$ cat src/design/acs_consts.svh
// register offsets, field positions, reset values and routing codes for the input select block
`ifndef ACS_CONSTS_SVH
`define ACS_CONSTS_SVH

`define ACS_OFF_CH123      5'h00
`define ACS_OFF_CH0        5'h04
`define ACS_OFF_SCAN_HI    5'h08
`define ACS_OFF_SCAN_LO    5'h0C
`define ACS_OFF_CTRL       5'h10

`define ACS_CH123_MASK     16'h0707
`define ACS_CH0_MASK       16'h9F9F
`define ACS_SCAN_HI_MASK   16'hC700
`define ACS_SCAN_LO_MASK   16'hFFFF
`define ACS_CTRL_MASK      16'h001F
`define ACS_RESET_VAL      16'h0000

`define ACS_POS_OA1        5'h18
`define ACS_POS_OA2        5'h19
`define ACS_POS_OA3        5'h1A
`define ACS_POS_TEMP       5'h1C
`define ACS_POS_OPEN       5'h1F

`define ACS_NEG_HIGH       2'h3
`define ACS_NEG_MID        2'h2

`define ACS_SCAN_OPEN_BIT  15
`define ACS_SCAN_TEMP_BIT  14
`define ACS_SCAN_OA3_BIT   10
`define ACS_SCAN_OA2_BIT   9
`define ACS_SCAN_OA1_BIT   8

`endif

$ cat src/design/acs_pkg.sv
// types shared by the input select block
package acs_pkg;
   // analog source codes driven onto the multiplexer select lines
   typedef enum logic [4:0]
   {
      acs_src_an0 = 5'h00,
      acs_src_an1 = 5'h01,
      acs_src_an2 = 5'h02,
      acs_src_an3 = 5'h03,
      acs_src_an6 = 5'h06,
      acs_src_an7 = 5'h07,
      acs_src_an8 = 5'h08,
      acs_src_an9 = 5'h09,
      acs_src_an10 = 5'h0A,
      acs_src_an11 = 5'h0B,
      acs_src_oa1 = 5'h18,
      acs_src_oa2 = 5'h19,
      acs_src_oa3 = 5'h1A,
      acs_src_temp = 5'h1C,
      acs_src_vrefl = 5'h1D,
      acs_src_open = 5'h1F
   } acs_src_e;

   typedef logic [4:0] acs_code_t;
endpackage

$ cat src/design/acs_ch0_route.sv
// routing decoder for channel 0 of one sample set
`timescale 1ns/100ps
`include "acs_consts.svh"
module acs_ch0_route
(
   // stored selections
   input wire logic [4:0] pos_sel,
   input wire logic neg_sel,
   input wire logic [2:0] opamp_route_enable,
   // decoded sources
   output logic [4:0] pos_src,
   output logic [4:0] neg_src,
   output logic reserved
);
   wire logic is_an = (pos_sel[4] == 1'b0);
   wire logic is_oa1 = (pos_sel == `ACS_POS_OA1);
   wire logic is_oa2 = (pos_sel == `ACS_POS_OA2);
   wire logic is_oa3 = (pos_sel == `ACS_POS_OA3);
   wire logic is_temp = (pos_sel == `ACS_POS_TEMP);
   wire logic is_open = (pos_sel == `ACS_POS_OPEN);

   // an op amp code with the amp off routes the shared analog pin
   assign pos_src = is_an ? pos_sel :
                    is_oa1 ? (opamp_route_enable[0] ? acs_pkg::acs_src_oa1
                                                    : acs_pkg::acs_src_an3) :
                    is_oa2 ? (opamp_route_enable[1] ? acs_pkg::acs_src_oa2
                                                    : acs_pkg::acs_src_an0) :
                    is_oa3 ? (opamp_route_enable[2] ? acs_pkg::acs_src_oa3
                                                    : acs_pkg::acs_src_an6) :
                    is_temp ? acs_pkg::acs_src_temp :
                    acs_pkg::acs_src_open; // reserved codes also leave it open
   assign reserved = !(is_an || is_oa1 || is_oa2 || is_oa3 || is_temp || is_open);
   assign neg_src = neg_sel ? acs_pkg::acs_src_an1 : acs_pkg::acs_src_vrefl;
endmodule // acs_ch0_route

$ cat src/design/acs_grp_route.sv
// routing decoder for channels 1 to 3 of one sample set
`timescale 1ns/100ps
`include "acs_consts.svh"
module acs_grp_route
(
   // stored selections
   input wire logic pos_sel,
   input wire logic [1:0] neg_sel,
   input wire logic [2:0] opamp_route_enable,
   // decoded sources for channels 1, 2, 3
   output logic [4:0] pos_src [3],
   output logic [4:0] neg_src [3]
);
   // shared pins fall back to the plain analog pin when the op amp is off
   function automatic logic [4:0] shared(input logic en, input logic [4:0] oa,
                                         input logic [4:0] an);
      shared = en ? oa : an;
   endfunction

   // positive: two-way routing, identical for both sample sets
   assign pos_src[0] = pos_sel ? shared(opamp_route_enable[0], acs_pkg::acs_src_oa1,
                                        acs_pkg::acs_src_an3)
                               : shared(opamp_route_enable[1], acs_pkg::acs_src_oa2,
                                        acs_pkg::acs_src_an0);
   assign pos_src[1] = pos_sel ? shared(opamp_route_enable[1], acs_pkg::acs_src_oa2,
                                        acs_pkg::acs_src_an0)
                               : acs_pkg::acs_src_an1;
   assign pos_src[2] = pos_sel ? shared(opamp_route_enable[2], acs_pkg::acs_src_oa3,
                                        acs_pkg::acs_src_an6)
                               : acs_pkg::acs_src_an2;

   wire logic neg_hi = (neg_sel == `ACS_NEG_HIGH);
   wire logic neg_mid = (neg_sel == `ACS_NEG_MID);

   // negative: codes 0x fall to the low reference
   assign neg_src[0] = neg_hi ? acs_pkg::acs_src_an9 :
                       neg_mid ? shared(opamp_route_enable[2], acs_pkg::acs_src_oa3,
                                        acs_pkg::acs_src_an6)
                               : acs_pkg::acs_src_vrefl;
   assign neg_src[1] = neg_hi ? acs_pkg::acs_src_an10 :
                       neg_mid ? acs_pkg::acs_src_an7 : acs_pkg::acs_src_vrefl;
   assign neg_src[2] = neg_hi ? acs_pkg::acs_src_an11 :
                       neg_mid ? acs_pkg::acs_src_an8 : acs_pkg::acs_src_vrefl;
endmodule // acs_grp_route

$ cat src/design/acs_input_select.sv
// converter input select registers with AXI4-Lite slave and mux drive
`timescale 1ns/100ps
`include "acs_consts.svh"
// What this block does
// - group negative A: 11, 10, 0x routing
// - group positive B: two-way op amp routing
// - group positive A matches group B routing
// - 12-bit mode: group fields read zero
// - shared pin routes op amp when enabled
// - channel 0 positive A five-bit code map
// - code 11100 selects temperature diode
// - high scan bits include open, temp, op amps
// - low scan bit x includes input x
// - absent scan inputs convert the low reference
// - op amps scanned via high scan bits 8, 9, 10
// - unimplemented bits ignore writes, read zero
// - alternate option toggles sets A and B
module acs_input_select
#(
   parameter logic [15:0] PRESENT_INPUTS = 16'hFFFF
)
(
   // clock and reset
   input wire logic aclk,
   input wire logic aresetn,
   // axi4-lite write address
   input wire logic [4:0] s_axi_awaddr,
   input wire logic s_axi_awvalid,
   output logic s_axi_awready,
   // axi4-lite write data
   input wire logic [31:0] s_axi_wdata,
   input wire logic [3:0] s_axi_wstrb,
   input wire logic s_axi_wvalid,
   output logic s_axi_wready,
   // axi4-lite write response
   output logic [1:0] s_axi_bresp,
   output logic s_axi_bvalid,
   input wire logic s_axi_bready,
   // axi4-lite read address
   input wire logic [4:0] s_axi_araddr,
   input wire logic s_axi_arvalid,
   output logic s_axi_arready,
   // axi4-lite read data
   output logic [31:0] s_axi_rdata,
   output logic [1:0] s_axi_rresp,
   output logic s_axi_rvalid,
   input wire logic s_axi_rready,
   // converter sample timing
   input wire logic sample_done,
   // multiplexer select lines, live set, reserved flag and scan masks
   output logic [4:0] ch0_pos_src,
   output logic [4:0] ch0_neg_src,
   output logic [14:0] grp_pos_src,
   output logic [14:0] grp_neg_src,
   output logic using_set_b,
   output logic ch0_reserved,
   output logic [31:0] scan_include_mask,
   output logic [31:0] scan_converts_vrefl
);
   logic [15:0] ch123_input_select;
   logic [15:0] ch0_input_select;
   logic [15:0] scan_select_high;
   logic [15:0] scan_select_low;
   logic [15:0] control; // [4] alternate, [3] wide mode, [2:0] op amp enables
   logic set_b;
   logic [4:0] aw_addr;
   logic aw_held;
   logic [31:0] w_data;
   logic [3:0] w_strb;
   logic w_held;
   logic [31:0] next_rdata;

   // merge byte lanes and clear unimplemented positions
   function automatic logic [15:0] merge(input logic [15:0] old, input logic [31:0] d,
                                         input logic [3:0] s, input logic [15:0] m);
      logic [15:0] v;
      v = old;
      if (s[0])
         v[7:0] = d[7:0];
      if (s[1])
         v[15:8] = d[15:8];
      merge = v & m;
   endfunction

   wire logic wide_single_sample_mode = control[3];
   wire logic alternate_sample_option = control[4];
   wire logic [2:0] opamp_route_enable = control[2:0];

   // write side: address and data taken independently, in either order
   wire logic wr_fire = aw_held && w_held && !s_axi_bvalid;
   wire logic wr_ch123 = wr_fire && (aw_addr == `ACS_OFF_CH123);
   wire logic wr_ch0 = wr_fire && (aw_addr == `ACS_OFF_CH0);
   wire logic wr_hi = wr_fire && (aw_addr == `ACS_OFF_SCAN_HI);
   wire logic wr_lo = wr_fire && (aw_addr == `ACS_OFF_SCAN_LO);
   wire logic wr_ctl = wr_fire && (aw_addr == `ACS_OFF_CTRL);
   wire logic wr_hit = wr_ch123 || wr_ch0 || wr_hi || wr_lo || wr_ctl;
   assign s_axi_awready = !aw_held;
   assign s_axi_wready = !w_held;

   always_ff @(posedge aclk)
   begin
      if (!aresetn)
      begin
         aw_held <= 1'b0;
         w_held <= 1'b0;
         aw_addr <= 5'h00;
         w_data <= 32'h00000000;
         w_strb <= 4'h0;
         s_axi_bvalid <= 1'b0;
         s_axi_bresp <= 2'h0;
      end
      else
      begin
         if (s_axi_awvalid && !aw_held)
         begin
            aw_held <= 1'b1;
            aw_addr <= s_axi_awaddr;
         end
         if (s_axi_wvalid && !w_held)
         begin
            w_held <= 1'b1;
            w_data <= s_axi_wdata;
            w_strb <= s_axi_wstrb;
         end
         if (wr_fire)
         begin
            aw_held <= 1'b0;
            w_held <= 1'b0;
            s_axi_bvalid <= 1'b1;
            s_axi_bresp <= wr_hit ? 2'h0 : 2'h2; // unmapped answers slverr
         end
         else if (s_axi_bready)
            s_axi_bvalid <= 1'b0;
      end
   end

   // register file; group fields cannot be written in 12-bit mode
   always_ff @(posedge aclk)
   begin
      if (!aresetn)
      begin
         ch123_input_select <= `ACS_RESET_VAL;
         ch0_input_select <= `ACS_RESET_VAL;
         scan_select_high <= `ACS_RESET_VAL;
         scan_select_low <= `ACS_RESET_VAL;
         control <= `ACS_RESET_VAL;
      end
      else
      begin
         if (wr_ch123 && !wide_single_sample_mode)
            ch123_input_select <= merge(ch123_input_select, w_data, w_strb,
                                        `ACS_CH123_MASK);
         if (wr_ch0)
            ch0_input_select <= merge(ch0_input_select, w_data, w_strb,
                                      `ACS_CH0_MASK);
         if (wr_hi)
            scan_select_high <= merge(scan_select_high, w_data, w_strb,
                                      `ACS_SCAN_HI_MASK);
         if (wr_lo)
            scan_select_low <= merge(scan_select_low, w_data, w_strb, `ACS_SCAN_LO_MASK);
         if (wr_ctl)
            control <= merge(control, w_data, w_strb, `ACS_CTRL_MASK);
      end
   end

   // read side: one cycle from address to data
   wire logic [15:0] ch123_view = wide_single_sample_mode ? 16'h0000
                                                          : ch123_input_select;
   wire logic rd_ok = (s_axi_araddr == `ACS_OFF_CH123)
                   || (s_axi_araddr == `ACS_OFF_CH0)
                   || (s_axi_araddr == `ACS_OFF_SCAN_HI)
                   || (s_axi_araddr == `ACS_OFF_SCAN_LO)
                   || (s_axi_araddr == `ACS_OFF_CTRL);
   assign s_axi_arready = !s_axi_rvalid;

   always_comb
   begin
      next_rdata = 32'h00000000;
      unique case (s_axi_araddr)
         `ACS_OFF_CH123: next_rdata = {16'h0000, ch123_view};
         `ACS_OFF_CH0: next_rdata = {16'h0000, ch0_input_select};
         `ACS_OFF_SCAN_HI: next_rdata = {16'h0000, scan_select_high};
         `ACS_OFF_SCAN_LO: next_rdata = {16'h0000, scan_select_low};
         `ACS_OFF_CTRL: next_rdata = {16'h0000, control};
         default: next_rdata = 32'h00000000;
      endcase
   end

   always_ff @(posedge aclk)
   begin
      if (!aresetn)
      begin
         s_axi_rvalid <= 1'b0;
         s_axi_rdata <= 32'h00000000;
         s_axi_rresp <= 2'h0;
      end
      else if (s_axi_arvalid && !s_axi_rvalid)
      begin
         s_axi_rvalid <= 1'b1;
         s_axi_rdata <= next_rdata;
         s_axi_rresp <= rd_ok ? 2'h0 : 2'h2;
      end
      else if (s_axi_rready)
         s_axi_rvalid <= 1'b0;
   end

   // sample set toggles per completed sample while alternating
   always_ff @(posedge aclk)
   begin
      if (!aresetn)
         set_b <= 1'b0;
      else if (!alternate_sample_option)
         set_b <= 1'b0;
      else if (sample_done)
         set_b <= !set_b;
   end
   assign using_set_b = set_b;

   // decoders for both sets; output mux picks the live one
   logic [4:0] ga_pos [3];
   logic [4:0] ga_neg [3];
   logic [4:0] gb_pos [3];
   logic [4:0] gb_neg [3];
   logic [4:0] ca_pos;
   logic [4:0] ca_neg;
   logic [4:0] cb_pos;
   logic [4:0] cb_neg;
   logic ca_res;
   logic cb_res;

   acs_grp_route u_grp_a
   (
      .pos_sel(ch123_view[0]),
      .neg_sel(ch123_view[2:1]),
      .opamp_route_enable(opamp_route_enable),
      .pos_src(ga_pos),
      .neg_src(ga_neg)
   );
   acs_grp_route u_grp_b
   (
      .pos_sel(ch123_view[8]),
      .neg_sel(ch123_view[10:9]),
      .opamp_route_enable(opamp_route_enable),
      .pos_src(gb_pos),
      .neg_src(gb_neg)
   );
   acs_ch0_route u_ch0_a
   (
      .pos_sel(ch0_input_select[4:0]),
      .neg_sel(ch0_input_select[7]),
      .opamp_route_enable(opamp_route_enable),
      .pos_src(ca_pos),
      .neg_src(ca_neg),
      .reserved(ca_res)
   );
   acs_ch0_route u_ch0_b
   (
      .pos_sel(ch0_input_select[12:8]),
      .neg_sel(ch0_input_select[15]),
      .opamp_route_enable(opamp_route_enable),
      .pos_src(cb_pos),
      .neg_src(cb_neg),
      .reserved(cb_res)
   );

   // combinational drive from stored fields, no extra latency
   assign ch0_pos_src = set_b ? cb_pos : ca_pos;
   assign ch0_neg_src = set_b ? cb_neg : ca_neg;
   assign ch0_reserved = set_b ? cb_res : ca_res;
   assign grp_pos_src = set_b ? {gb_pos[2], gb_pos[1], gb_pos[0]}
                              : {ga_pos[2], ga_pos[1], ga_pos[0]};
   assign grp_neg_src = set_b ? {gb_neg[2], gb_neg[1], gb_neg[0]}
                              : {ga_neg[2], ga_neg[1], ga_neg[0]};

   // scan mask: low word is AN0..AN15, high word mirrors the high register
   assign scan_include_mask = {scan_select_high, scan_select_low};
   // selected but absent analog inputs become low reference conversions
   assign scan_converts_vrefl = {16'h0000, scan_select_low & ~PRESENT_INPUTS};

   // hidden group fields must read back as zero while wide mode is on
   wide_mode_read_a: assert property (@(posedge aclk) disable iff (!aresetn)
      (wide_single_sample_mode && s_axi_arvalid && !s_axi_rvalid
         && s_axi_araddr == `ACS_OFF_CH123) |=> s_axi_rdata == 32'h00000000)
      else $error("group fields visible in wide mode");
   alt_off_set_a_a: assert property (@(posedge aclk) disable iff (!aresetn)
      !alternate_sample_option |=> !using_set_b)
      else $error("set b used with alternation off");
   alt_toggle_a: assert property (@(posedge aclk) disable iff (!aresetn)
      (alternate_sample_option && sample_done) |=> using_set_b != $past(using_set_b))
      else $error("sample set did not alternate");
   ch0_reserved_zero_a: assert property (@(posedge aclk) disable iff (!aresetn)
      (ch0_input_select & ~`ACS_CH0_MASK) == 16'h0000)
      else $error("channel 0 unimplemented bits set");
   scan_hi_zero_a: assert property (@(posedge aclk) disable iff (!aresetn)
      (scan_select_high & ~`ACS_SCAN_HI_MASK) == 16'h0000)
      else $error("scan high unimplemented bits set");
   temp_route_a: assert property (@(posedge aclk) disable iff (!aresetn)
      (!set_b && ch0_input_select[4:0] == `ACS_POS_TEMP)
         |-> ch0_pos_src == acs_pkg::acs_src_temp)
      else $error("temperature code not routed");
   ch0_neg_a: assert property (@(posedge aclk) disable iff (!aresetn)
      (!set_b && !ch0_input_select[7]) |-> ch0_neg_src == acs_pkg::acs_src_vrefl)
      else $error("channel 0 negative a misrouted");
   grp_neg_low_a: assert property (@(posedge aclk) disable iff (!aresetn)
      (!set_b && !ch123_view[2]) |-> grp_neg_src[4:0] == acs_pkg::acs_src_vrefl)
      else $error("group negative 0x not low reference");
   wr_resp_a: assert property (@(posedge aclk) disable iff (!aresetn)
      wr_fire |=> s_axi_bvalid && (s_axi_bresp == 2'h2) == !$past(wr_hit))
      else $error("write response mismatch");
endmodule // acs_input_select

$ cat config.mk
export PLATFORM = sky130hd
export DESIGN_NAME = acs_input_select
export DESIGN_NICKNAME = d
export VERILOG_FILES = /design/src/design/acs_pkg.sv /design/src/design/acs_ch0_route.sv /design/src/design/acs_grp_route.sv /design/src/design/acs_input_select.sv
export VERILOG_INCLUDE_DIRS = /design/src /design/src/design
export SDC_FILE = /design/constraint.sdc
export NUM_CORES = 1
export LEC_CHECK = 0
export BUFFER_PORTS_ARGS = -buffer_cell sky130_fd_sc_hd__buf_2
export CAP_MARGIN = 20
export CORE_ASPECT_RATIO = 1.2
export CORE_MARGIN = 4
export CORE_UTILIZATION = 44
export CTS_CLUSTER_SIZE = 8
export DETAILED_ROUTE_END_ITERATION = 8
export PLACE_DENSITY = 0.77
export SLEW_MARGIN = 20
export SYNTH_ARGS = -nofsm -noshare
export SYNTH_HDL_FRONTEND = slang
export SYNTH_SLANG_ARGS = --single-unit
$ cat constraint.sdc
create_clock -name aclk -period 1.6 [get_ports aclk]
set_input_delay 0.08 -clock aclk [delete_from_list [all_inputs] [get_ports aclk]]
set_output_delay 0.08 -clock aclk [all_outputs]
set_load 0.03 [all_outputs]
Word-level counts from Yosys, hierarchy flattened:

Cells that the tools add are included.

* reduce and logical (&&, ||, !) cells: 51
* magnitude comparators: 0
* add/subtract/negate cells: 0
* bitwise gates (word level): 3
* divide/modulo/power cells: 0
* shifts and indexed selects: 0
* $mul: 0
* eq/ne operators: 22
* muxes and demuxes: 46

Operators with widths (number)
* 2-to-1 mux 5 bit: 33
* one-hot mux 16 bit (5 select lines): 1
* equality test 5 bit (second input constant): 12
* 2-to-1 mux 15 bit: 2
* equality test 5 x 4 -> 1 bit (second input constant): 4
* logical OR 1 bit: 18
* AND reduction 2 bit: 9
* logical AND 1 bit: 11
* 2-to-1 mux 11 bit: 1
* equality test 5 x 3 -> 1 bit (second input constant): 2
* zero test 5 bit: 2
* equality test 2 bit (second input constant): 4
* zero test 1 bit: 8
* 2-to-1 mux 2 bit: 4
* 2-to-1 mux 1 bit: 5
* nonzero test 2 bit: 2
* NOT 1 bit: 3
* OR reduction 2 bit: 1

* memories kept: 0
* register bits: 108
* bits of input ports: 54
* bits in latches: 0
* bits in writable memories: 0
* memory bits (read-only): 0

Depth between registers and ports, before layout:

* depth in word-level cells: 8
* depth in mapped cells: 6
* depth with buffers taken out: 4

Cells and area by module:

From an unflattened synthesis, not the netlist that was laid out.

* cell total of the unflattened synthesis: 645
* area, all modules: 5509.0 sq um

By module, submodules not included
* acs_input_select: seq. area each 1801.7 sq um, times used 1, cells an instance 513, area each 4650.7 sq um
* acs_grp_route: seq. area each 0.0 sq um, times used 2, cells an instance 35, area each 221.5 sq um
* acs_ch0_route: seq. area each 0.0 sq um, times used 2, cells an instance 31, area each 207.7 sq um

Worst setup path after synthesis:

No wires, ideal clock.

* path type: flip-flop to output port
* start point: register set_b (netlist: using_set_b)
* end point: output grp_neg_src[10]
* slack: -0.720 ns
* cell stages (with the launch flop): 6
* path buffers: 2
* arrival: 2.240 ns
* required time: 1.520 ns
* path through: dfxtp_1 buf_2 or3b_2 a21oi_1 inv_1 buf_4

* word-level cells in the longest chain between the ends: 1

RTL lines
* start: declaration: RTL line acs_input_select.sv:65 `logic set_b;`
* start signal: assignment: RTL line acs_input_select.sv:215 `set_b <= !set_b;`
* 2-to-1 mux 15 bit: RTL line acs_input_select.sv:272 `assign grp_neg_src = set_b ? {gb_neg[2], gb_neg[1], gb_neg[0]}`
* end: declaration: RTL line acs_input_select.sv:54 `output logic [14:0] grp_neg_src,`

Every way passes these cells.

Worst setup path after layout:

* start point: register set_b (netlist: using_set_b)
* end point: output grp_pos_src[4]

* word-level cells in the longest chain between the ends: 1

RTL lines
* 2-to-1 mux 15 bit: RTL line acs_input_select.sv:270 `assign grp_pos_src = set_b ? {gb_pos[2], gb_pos[1], gb_pos[0]}`
* end: declaration: RTL line acs_input_select.sv:53 `output logic [14:0] grp_pos_src,`

Every way passes these cells.

==> flow_metrics.py <==
metrics = {
    "synth": {
        "synth_cells": 575,
        "synthDistinctLibCells": 52,
        "ys_top_cells_by_area": "dfxtp_1, buf_4, mux2i_1",
        "syn_avg_cell_area_sq_um": 8.36,
        "async_flop_share": 0,
        "dominant_cell_by_count_in_the_synthesized_netlist": "nand2_1",
        "synth_top_cell_by_area": "dfxtp_1",
        "synth-warning-count": 0,
        "synth_edf_count": 0,
        "synth-seq-area-share": 0.375,
        "synth.top_cell.area_share": 0.375,
        "synth.ff_latch_count": 90,
        "synth_top_cells_by_count": "nand2_1, dfxtp_1, buf_4, mux2i_1, o21ai_0",
        "syn-cell-area_sq_um": 4810,
        "synth_flop_cell": "dfxtp_1",
    },
    "final_layout": {
        "final_layout_fill_cell_count": 909,
        "synthToLayoutAreaGrowth_pct": 30.7,
        "final_nets": 766,
        "drive_gt1_frac": 0.328,
        "post-route-cell-area_sq_um": 6280,
        "antenna_cells": 0,
        "core_utilization_of_the_finished_layout": 0.592,
    },
    "worst_setup_path": {
        "timing_worst_setup_path_type": "register to output port",
        "worst_setup_path_endpoint": "grp_pos_src[4]",
        "critPathArrivalTime_ns": 1.62,
        "cpLargestDelayFamily": "multiplexers",
        "critical_path.cell_chain": "mux2i_2, or2_4, mux2_4, buf_6",
        "worst_setup_path_end_kind": "output port",
        "r2r_slack_ns": 0.03,
        "timing.critical_path.from": "using_set_b$_SDFFE_PN0P_",
        "worstPathRequired_ns": 1.52,
        "timing.critical_path.buf_inv": 1,
        "timing.critical_path.slowest_stage_cell": "dfxtp_4",
        "worst-path-stages": 4,
        "r2r-start": "aw_addr[0]$_SDFFE_PN0P_",
        "worst-path-max-fanout": 6,
        "startpoint_type_of_the_worst_setup_path": "register",
        "worst_stage_delay_on_the_critical_path_ns": 0.39,
        "timing.reg2reg.worst_path_depth": 5,
        "timing.rr.end": "control[2]$_SDFFE_PN0P_",
    },
    "global_route": {
        "grt_pass1_wl_um": 19900,
        "globalRouteOverflowTotal": 0,
        "antenna_found_initial": 0,
        "grt_start_max_net_pins": 53,
        "first_global_vias": 4088,
        "grt_use_total": 0.200,
    },
    "clock_tree": {
        "ctsLongestPathBuffers": 2,
        "h-tree-depth": 3,
        "clock_latency_ns": 0.34,
        "clkSinkCount": 90,
        "cts_tree": "done",
        "clkSlewWorstSetupHoldPaths_ns": 0.06,
        "clockRootBuffer": "clkbuf_16",
        "tritoncts.num_buffers": 9,
    },
    "detailed_routing": {
        "vias_per_cell": 5.12,
        "route.vias.total": 4335,
        "drt_first_iter_violations": 295,
        "detail_route.wl_per_cell_um": 15.2,
        "drcViolationCount": 0,
        "routed_wl_um": 12900,
        "route.antenna.remaining_nets": 0,
        "drtPass1Iterations": 5,
    },
    "pwr": {
        "total_leakage_power_nw": 2.79,
        "pwr_density_cell_nw_per_um2": 811,
        "max-vdd-ir-drop_mv": 0.586,
    },
    "sta": {
        "clock-skew-final_ns": 0.00502,
        "max_clock_freq_mhz": 589,
        "max-slew-margin-rel": 0.641,
        "final_max_slew_viol_count": 0,
        "final-hold-violation-count": 0,
        "worst_pin_slew_ns": 0.537,
        "report.final.setup_viol": 12,
        "timing.final.crit_period_ns": 1.70,
        "post-route-period-util": 1.06,
        "rsz_0062_raised_after_global_routing": "true",
        "final_critical_path_setup_slack_ns": -0.0964,
    },
    "floorplan": {
        "die-height_um": 122,
        "std_cell_rows": 41,
        "chipWidth_um": 103,
        "io-pin-count": 201,
        "start_util": 0.453,
        "floorplan.core_area_sq_um": 10600,
        "die-area_sq_um": 12700,
    },
    "place": {
        "count_of_input_and_output_buffers": 113,
        "dp_hpwl_um": 9760,
        "placedInstanceArea_sq_um": 5370,
        "gp_congestion": 0.886,
    },
    "run_status": {
        "run_status": "finished, violations left",
        "violations": "negative setup slack",
    },
    "flow_run": {
        "cap_viol_max_count": 0,
    },
    "min_path": {
        "worstHoldPathType": "input port to register",
    },
}
where the power goes:
group          switching [mW]  total (mW)  internal (mW)
sequential             0.0338        2.31           2.27
combinational           0.439       0.617          0.178
clock                   0.899        2.17           1.27
cell usage in the layout (no fill, tap or decap), drive strengths merged, types with 13 or more instances in the layout:
| cell | synthesis | routed |
|---|---|---|
| buf | 89 | 158 |
| nand2 | 96 | 96 |
| dfxtp | 90 | 90 |
| conb | 2 | 69 |
| mux2i | 39 | 39 |
| o21ai | 33 | 33 |
| nor2b | 23 | 23 |
| nand3 | 23 | 23 |
| a21boi | 23 | 23 |
| dlygate4sd3 | 0 | 18 |
| nor2 | 18 | 18 |
| a21oi | 13 | 13 |
| inv | 10 | 13 |
per-layer routing:
layer / GRT usage / vias up / part of all wire
li1: - / 2097 / -
met5: 0 / - / 0
met2: 0.355 / 196 / 0.52
met4: 0.0745 / 0 / 0.024
met3: 0.0364 / 24 / 0.067
met1: 0.236 / 2018 / 0.38
per-stage QoR:
| step | worst slack [ns] | setup TNS [ns] | total power, mW | std cells | hold WS (ns) |
|---|---|---|---|---|---|
| floorplan | -0.0689 | -0.149 | 2.93 | 642 | 0.196 |
| global placement | 0.0241 | 0 | 2.92 | 801 | 0.295 |
| detailed placement | -0.0713 | -0.231 | 2.94 | 801 | 0.328 |
| CTS | -0.112 | -0.929 | 5.12 | 843 | 0.00280 |
| global route | -0.157 | -1.79 | 5.27 | 846 | 0.0141 |
| finish | -0.0964 | -0.490 | 5.09 | 846 | 0.00755 |
worst min-delay path by stage:
stage	from	end	slack, ns	depth (start not counted)
floorplan	s_axi_awvalid	aw_held$_SDFFE_PP0P_	0.20	2
global placement	s_axi_awvalid	aw_held$_SDFFE_PP0P_	0.30	3
detailed placement	s_axi_awvalid	aw_held$_SDFFE_PP0P_	0.33	3
CTS	s_axi_wdata[7]	w_data[7]$_SDFFE_PN0P_	0.003	3
global route	s_axi_wdata[7]	w_data[7]$_SDFFE_PN0P_	0.01	3
finish	s_axi_wdata[3]	w_data[3]$_SDFFE_PN0P_	0.008	3
cell families (layout without fill, tap and decap cells):
family | count (synthesis) | in the layout | share of synthesized area
simple gates | 206 | 206 | 0.214
buf+inv | 127 | 202 | 0.164
compound gates | 98 | 98 | 0.133
flops | 90 | 90 | 0.375
mux | 49 | 49 | 0.107
xor+xnor | 3 | 3 | 0.00547
other cells | 2 | 69 | 0.00156
worst register-to-register path, stage by stage, from the launching register on:
cell     delay (ns)
dfxtp_2        0.32
or4_4          0.56
nor3_4         0.17
buf_12         0.15
mux2i_1        0.20
nor2b_1        0.06
area by class of cell:
cell class / count / area (sq um) / area share
Clock inverter: 6 / 72.6 / 0.0115
Tap cell: 129 / 161 / 0.0257
Clock buffer: 10 / 239 / 0.0380
Multi-Input combinational cell: 425 / 2660 / 0.423
Inverter: 10 / 40.0 / 0.00637
Timing Repair Buffer: 176 / 1270 / 0.203
Sequential cell: 90 / 1840 / 0.293
state kept, by name, summed over array words and instances, names as in the netlist:
| register | flops |
|---|---|
| s_axi_rdata | 16 |
| scan_select_low | 16 |
| w_data | 16 |
| ch0_input_select | 12 |
| ch123_input_select | 6 |
| aw_addr | 5 |
| control | 5 |
| scan_select_high | 5 |
| w_strb | 2 |
| aw_held | 1 |
| s_axi_bresp | 1 |
| s_axi_bvalid | 1 |
| s_axi_rresp | 1 |
| s_axi_rvalid | 1 |
| using_set_b | 1 |
| w_held | 1 |
timing repair:
| item | in CTS | in global routing |
|---|---|---|
| endpoints found under the hold margin | 17 | 0 |
| gates resized for setup | 66 | 46 |
| pin swaps | 17 | 10 |
| hold buffers | 18 | 0 |
| endpoints found under the setup margin | 19 | 47 |
| buffers inserted | 8 | 3 |
Power figures use the tool's default switching activity.
